--- src/shared/tx_mute_pkg.sv ---
`default_nettype none
package tx_mute_pkg;
	// ------------------------------------------------------------
	// Register indices and byte addresses
	// ------------------------------------------------------------
	localparam int             ADDR_W            = 12;
	localparam logic [11:0]    MUTE_SEL_IDX      = 12'h03F;
	localparam logic [11:0]    CAL_DIV_IDX       = 12'h050;
	localparam logic [11:0]    MUTE_SEL_ADDR     = {MUTE_SEL_IDX[9:0], 2'b00};
	localparam logic [11:0]    CAL_DIV_ADDR      = {CAL_DIV_IDX[9:0], 2'b00};

	// ------------------------------------------------------------
	// Field positions and reset values
	// ------------------------------------------------------------
	localparam int             REG_W             = 8;
	localparam int             FIRST_MUTE_BIT    = 4;
	localparam int             SECOND_MUTE_BIT   = 5;
	localparam int             CAL_DIV_MSB       = 3;
	localparam int             CAL_DIV_LSB       = 0;
	localparam logic [7:0]     MUTE_SEL_RESET    = 8'h00;
	localparam logic [7:0]     CAL_DIV_RESET     = 8'h28;
	localparam logic [3:0]     CAL_DIV_OPTIMIZED = 4'hA;

	// ------------------------------------------------------------
	// Timing counts
	// ------------------------------------------------------------
	localparam int             SYNC_STAGES       = 2;
	localparam int             PIN_TO_OUT_CYCLES = 3;
	localparam int             DATA_TO_OUT_CYCLES = 1;
endpackage
`default_nettype wire

--- src/tx_enable_mute_and_cal_clock_cfg.sv ---
`timescale 1ns/1ps
`default_nettype none
module tx_enable_mute_and_cal_clock_cfg #(
	parameter int DATA_W = 16
) (
	input  wire logic                            pclk,
	input  wire logic                            presetn,
	input  wire logic                            psel,
	input  wire logic                            penable,
	input  wire logic                            pwrite,
	input  wire logic [tx_mute_pkg::ADDR_W-1:0]  paddr,
	input  wire logic [31:0]                     pwdata,
	output logic      [31:0]                     prdata,
	output logic                                 pready,
	output logic                                 pslverr,
	input  wire logic                            first_dac_tx_gate_pin,
	input  wire logic                            second_dac_tx_gate_pin,
	input  wire logic [DATA_W-1:0]               first_dac_data_in,
	input  wire logic [DATA_W-1:0]               second_dac_data_in,
	output logic      [DATA_W-1:0]               first_dac_data_out,
	output logic      [DATA_W-1:0]               second_dac_data_out,
	output logic      [3:0]                      cal_clk_div
);
	import tx_mute_pkg::*;

	// ------------------------------------------------------------
	// APB decode
	// ------------------------------------------------------------
	logic [REG_W-1:0]   mute_sel;
	logic [REG_W-1:0]   cal_div_reg;
	logic [31:0]        next_prdata;
	wire                hit_mute    = (paddr == MUTE_SEL_ADDR);
	wire                hit_cal     = (paddr == CAL_DIV_ADDR);
	wire                hit_any     = hit_mute | hit_cal;
	wire                setup_phase = psel & ~penable;
	wire                access      = psel & penable;
	wire                wr_mute     = access & pwrite & hit_mute;
	wire                wr_cal      = access & pwrite & hit_cal;

	// Zero wait states: every access completes in its first access cycle
	assign pready  = 1'b1;
	assign pslverr = access & ~hit_any;

	// Read data is latched in the setup cycle so prdata comes from a flop
	always_comb begin
		if (hit_mute) begin
			next_prdata = {24'h000000, mute_sel};
		end else if (hit_cal) begin
			next_prdata = {24'h000000, cal_div_reg};
		end else begin
			next_prdata = 32'h00000000;
		end
	end

	always_ff @(posedge pclk or negedge presetn) begin
		if (!presetn) begin
			prdata <= 32'h00000000;
		end else if (setup_phase && !pwrite) begin
			prdata <= next_prdata;
		end
	end

	// ------------------------------------------------------------
	// Registers
	// ------------------------------------------------------------
	// Reserved bits are kept read/write, so all eight bits are stored
	always_ff @(posedge pclk or negedge presetn) begin
		if (!presetn) begin
			mute_sel <= MUTE_SEL_RESET;
		end else if (wr_mute) begin
			mute_sel <= pwdata[REG_W-1:0];
		end
	end

	// Reset leaves 0x8 in the field; software loads the tuned 0xA itself
	always_ff @(posedge pclk or negedge presetn) begin
		if (!presetn) begin
			cal_div_reg <= CAL_DIV_RESET;
		end else if (wr_cal) begin
			cal_div_reg <= pwdata[REG_W-1:0];
		end
	end

	assign cal_clk_div = cal_div_reg[CAL_DIV_MSB:CAL_DIV_LSB];

	// ------------------------------------------------------------
	// Per-DAC gate synchroniser and mute
	// ------------------------------------------------------------
	wire  [1:0]         gate_pin = {second_dac_tx_gate_pin, first_dac_tx_gate_pin};
	wire  [1:0]         mute_en  = {mute_sel[SECOND_MUTE_BIT], mute_sel[FIRST_MUTE_BIT]};
	logic [DATA_W-1:0]  dac_in  [2];
	logic [DATA_W-1:0]  dac_out [2];
	logic [1:0]         gate_meta;
	logic [1:0]         gate_sync;

	assign dac_in[0]           = first_dac_data_in;
	assign dac_in[1]           = second_dac_data_in;
	assign first_dac_data_out  = dac_out[0];
	assign second_dac_data_out = dac_out[1];

	for (genvar ch = 0; ch < 2; ch++) begin : g_dac
		// Reset to high so a path is never muted before the pin is seen
		wire                muted   = mute_en[ch] & ~gate_sync[ch];
		wire [DATA_W-1:0]   next_out = muted ? '0 : dac_in[ch];

		always_ff @(posedge pclk or negedge presetn) begin
			if (!presetn) begin
				gate_meta[ch] <= 1'b1;
				gate_sync[ch] <= 1'b1;
			end else begin
				gate_meta[ch] <= gate_pin[ch];
				gate_sync[ch] <= gate_meta[ch];
			end
		end

		// Mute applies on the next sample; no ramp, the zero is abrupt
		always_ff @(posedge pclk or negedge presetn) begin
			if (!presetn) begin
				dac_out[ch] <= '0;
			end else begin
				dac_out[ch] <= next_out;
			end
		end
	end

	// ------------------------------------------------------------
	// Assertions
	// ------------------------------------------------------------
	logic [1:0] live_cnt;

	always_ff @(posedge pclk or negedge presetn) begin
		if (!presetn) begin
			live_cnt <= 2'h0;
		end else if (live_cnt != 2'h3) begin
			live_cnt <= live_cnt + 2'h1;
		end
	end

	wire live = (live_cnt == 2'h3);

	// Set once software has written a register, so reset values are checked until then
	logic cal_written;
	logic mute_written;

	always_ff @(posedge pclk or negedge presetn) begin
		if (!presetn) begin
			cal_written <= 1'b0;
		end else if (wr_cal) begin
			cal_written <= 1'b1;
		end
	end

	always_ff @(posedge pclk or negedge presetn) begin
		if (!presetn) begin
			mute_written <= 1'b0;
		end else if (wr_mute) begin
			mute_written <= 1'b1;
		end
	end
endmodule
`default_nettype wire
--- config.mk ---
export PLATFORM = sky130hd
export DESIGN_NAME = tx_enable_mute_and_cal_clock_cfg
export DESIGN_NICKNAME = d
export VERILOG_FILES = /design/src/shared/tx_mute_pkg.sv /design/src/tx_enable_mute_and_cal_clock_cfg.sv
export SDC_FILE = /design/constraint.sdc
export NUM_CORES = 1
export LEC_CHECK = 0
export ABC_AREA = 1
export ABC_CLOCK_PERIOD_IN_PS = 1270
export BUFFER_PORTS_ARGS = -buffer_cell sky130_fd_sc_hd__buf_2
export CELL_PAD_IN_SITES_DETAIL_PLACEMENT = 2
export CELL_PAD_IN_SITES_GLOBAL_PLACEMENT = 2
export CORE_MARGIN = 4
export CORE_UTILIZATION = 22
export CTS_CLUSTER_SIZE = 28
export DETAILED_ROUTE_END_ITERATION = 16
export PLACE_DENSITY = 0.8
export SYNTH_ARGS = -nofsm -noshare
export SYNTH_HDL_FRONTEND = slang
export SYNTH_SLANG_ARGS = --single-unit
--- constraint.sdc ---
create_clock -name pclk -period 1.27 [get_ports pclk]
set_clock_uncertainty 0.15 [all_clocks]
set_input_delay 0.254 -clock pclk [delete_from_list [all_inputs] [get_ports pclk]]
set_output_delay 0.254 -clock pclk [all_outputs]
set_load 0.02 [all_outputs]
Yosys cells after proc, flatten, opt, wreduce, memory -nomap -nowiden. Cells that the tools add are included.

Word-level logic and storage cells: 30. Register bits: 84. Output and inout bits: 70. Bits of input ports: 83.

Reductions and logical operators: 2. Bitwise logic cells: 13. Equal/unequal tests: 2. Mux-type cells: 4.

Operators with widths (count): two-way mux 16 bit (2); two-way mux 32 bit (1); equality test 12 x 8 -> 1 bit, second input constant (1); equality test 12 x 9 -> 1 bit, second input constant (1); AND 1 bit (8); two-way mux 8 bit (1); NOT 1 bit (4); logical AND 1 bit (1); logical NOT 1 bit (1); bitwise OR 1 bit (1).

Longest topological paths before layout.
Depth after elaboration: 4. Depth in mapped cells: 8. Depth with buffers taken out: 8.

Least setup slack after synthesis. Ideal clock, no wire load.

Path kind: in2out. From: in paddr[11] (netlist bit). To: out pslverr. Required time: 0.866 ns. Path slack: -0.132 ns. Stages on the path: 4. Path buffers: 0. Arrival: 0.998 ns. Path through: or2_4 -> nor2_8 -> nand2_1 -> and3b_1.

Word-level cells in the longest chain between the ends: 4. Elaborated cells on any way between the ends: 5. Classes of those cells: 2 x eq/ne; 3 x bitwise.

RTL lines: start, declared (line tx_enable_mute_and_cal_clock_cfg.sv:11) `input wire logic [tx_mute_pkg::ADDR_W-1:0] paddr,`; equality test 12 x 8 -> 1 bit or equality test 12 x 9 -> 1 bit (tied branches) (line tx_enable_mute_and_cal_clock_cfg.sv:32, tx_enable_mute_and_cal_clock_cfg.sv:33); bitwise OR 1 bit (*) (line tx_enable_mute_and_cal_clock_cfg.sv:34) `wire hit_any = hit_mute | hit_cal;`; NOT 1 bit (*) (line tx_enable_mute_and_cal_clock_cfg.sv:42) `assign pslverr = access & ~hit_any;`; AND 1 bit (*) (line tx_enable_mute_and_cal_clock_cfg.sv:42); end, declared (line tx_enable_mute_and_cal_clock_cfg.sv:15) `output logic pslverr,`.

Mark *: on every way between the ends. The rest lies on a longest branch, timed or not.

Final worst setup path. Ends and elaborated chain as after synthesis.

==> results.json <==
{
  "r2r-end": "prdata[3]$_DFFE_PN0P_",
  "cp_max_fo": 2,
  "port_buffers": 103,
  "rrSetupSlack_ns": 0.09,
  "synth_area_sq_um": 2680,
  "grt_max_degree": 61,
  "detail_route.iter0.violations": 46,
  "finalHoldViolations": 0,
  "cap_violations": 0,
  "synth-edff-count": 0,
  "finalCriticalPeriod_ns": 1.53,
  "yosys.area.top_type": "dfrtp_1",
  "critPathKind": "input pin to output port",
  "seqCellArea_sq_um": 1510,
  "ys_seq_elements": 60,
  "grt_pass1_vias": 2916,
  "cp.arrival_ns": 1.12,
  "drtPass1Iterations": 4,
  "crit_path_end_kind": "output port",
  "worstHoldPathType": "input pin to flop",
  "power.density_nw_per_um2": 1210,
  "total_power_mw": 5.37,
  "start_util_pct": 22.4,
  "cts.clk_slew.worst_paths_ns": 0.05,
  "worst_slack_ns": -0.258,
  "antenna_found_initial": 1,
  "status": "finished, violations left",
  "fmax_mhz": 654,
  "hpwlAfterDp_microns": 6060,
  "core_sq_um": 12000,
  "slew_violations": 0,
  "drtAntennaViolNets": 0,
  "r2r_start": "cal_div_reg[3]$_DFFE_PN1P_",
  "setup_viol": 5,
  "syn_to_final_growth_pct": 65.0,
  "crit_start": "paddr[11]",
  "nFillCells": 1308,
  "insertion_delay_ns": 0.32,
  "cts_num_sinks": 60,
  "reg2regPathDepth": 5,
  "rsz0062_at_grt": "true",
  "synth_top_area_share_pct": 50.4,
  "clk_path_buf_depth": 2,
  "root_buffer": "clkbuf_16",
  "critPathLaunchType": "input pin",
  "pre_cts_ws_ns": -0.351,
  "globalplace.congestion": 0.747,
  "syn_inst": 285,
  "cp-endpoint": "pslverr",
  "synth_warnings": 0,
  "n_antenna_cell": 0,
  "fin_setup_tns_ns": -0.426,
  "grt_overflow": 0,
  "p_leak_nw": 2.37,
  "die-area_sq_um": 14000,
  "drc": 0,
  "cts_buffers": 9,
  "post-route-util_pct": 37.0,
  "syn_area_per_cell_sq_um": 9.40,
  "ir_worst_vdd_mv": 0.537,
  "violations": "setup timing",
  "nNetsFinal": 534,
  "chipHeight_microns": 118,
  "worstPathRequired_ns": 0.87,
  "wl_microns": 10300,
  "vias": 2463,
  "ys_types": 19,
  "dieWidth_microns": 118,
  "post_drt_wl_per_cell_microns": 17.1,
  "yosysMostFrequentCell": "nand2_1",
  "synth_ff_type": "dfrtp_1",
  "synthArstFlopShare_pct": 100,
  "ys_seq_area_share_pct": 56.3,
  "layout-drive-gt1-share_pct": 42.5,
  "io_pins": 153,
  "multiInputGateArea_sq_um": 885,
  "rows": 40,
  "via_per_inst": 4.08,
  "grt.total_usage_pct": 14.0,
  "grt_pass1_wl_microns": 15200,
  "synthTopCellsByCount": "nand2_1 (57), dfrtp_1 (54), inv_1 (50)",
  "finalCritPeriodShare_pct": 120,
  "ctsHtreeMaxLevel": 3,
  "yosys-top-cells-area": "dfrtp_1 (50%), buf_4 (8.1%), nand2_1 (8.0%)",
  "cts_tree": "built"
}
-- worst min path at each step --
stage | start | to | slack, ns | depth (start not counted)
final | second_dac_data_in[5] | second_dac_data_out[5]$_DFF_PN0_ | 0.006 | 3
after global routing | first_dac_data_in[11] | first_dac_data_out[11]$_DFF_PN0_ | 0.009 | 3
after CTS | second_dac_data_in[11] | second_dac_data_out[11]$_DFF_PN0_ | 0.004 | 3
after detailed placement | presetn | second_dac_data_out[11]$_DFF_PN0_ | 0.16 | 2
after global placement | presetn | second_dac_data_out[11]$_DFF_PN0_ | 0.14 | 2
after floorplan | presetn | cal_div_reg[0]$_DFFE_PN0P_ | -0.19 | 0
-- power by group --
part	leakage (nW)	switching [mW]	internal, mW	total (mW)
sequential	0.743	0.0250	1.98	2.00
combinational	1.46	0.356	0.276	0.632
clock	0.169	0.865	1.87	2.74
-- cell families after synthesis --
kind of cell / count (synthesis) / synth area share [%]
simple gates: 124 / 21.9
buf+inv: 83 / 16.3
flops: 60 / 56.3
compound gates: 16 / 5.23
other cells: 2 / 0.280
-- cells in the final DEF, fill, tap and decap left out, types with 6 or more instances in the layout --
master	count
buf_2	64
buf_4	25
buf_6	42
clkbuf_16	9
conb_1	25
dfrtp_1	54
dfstp_2	6
dlygate4sd3_1	30
inv_1	50
nand2_1	49
nand2_2	10
nand3_1	16
nor2_1	38
o21ai_2	16
-- critical path, cell delays in order --
cell     delay (ns)
buf_6          0.09
or2_4          0.29
nor2_8         0.10
nand2_2        0.05
and3b_2        0.21
buf_6          0.13
-- layer usage --
layer | vias to the layer above | share of wire (%) | routed length, microns | track usage (%)
met5 | - | 0.13 | 13 | 0
met1 | 1213 | 36 | 3660 | 13.7
met2 | 104 | 55 | 5680 | 26.3
li1 | 1133 | - | - | -
met4 | 2 | 1.1 | 115 | 4.06
met3 | 11 | 8.1 | 832 | 6.12
-- area by class of cell --
type	count	share of cell area, %
Timing Repair Buffer	163	29.9
Tap cell	147	4.16
Sequential cell	60	34.1
Multi-Input combinational cell	167	20.0
Clock inverter	4	1.58
Inverter	50	4.24
Clock buffer	12	6.03
-- metrics by stage --
stage	hold WS (ns)	cells	area, sq um
2_1_floorplan	-0.192	308	2780
5_1_grt	0.00929	603	4420
3_3_place_gp	0.137	540	3360
4_1_cts	0.00445	595	4180
3_5_place_dp	0.157	540	3360
6_report	0.00645	603	4420
-- what timing repair did --
| item | in CTS | in global routing |
|---|---|---|
| endpoints found under the hold margin | 82 | 1 |
| setup buffers | 10 | 6 |
| pin swaps | 6 | 12 |
| hold buffers | 29 | 1 |
| resized for setup | 37 | 55 |
| endpoints found under the setup margin | 16 | 57 |
| cloned | 0 | 2 |
Power figures use the tool's default switching activity.
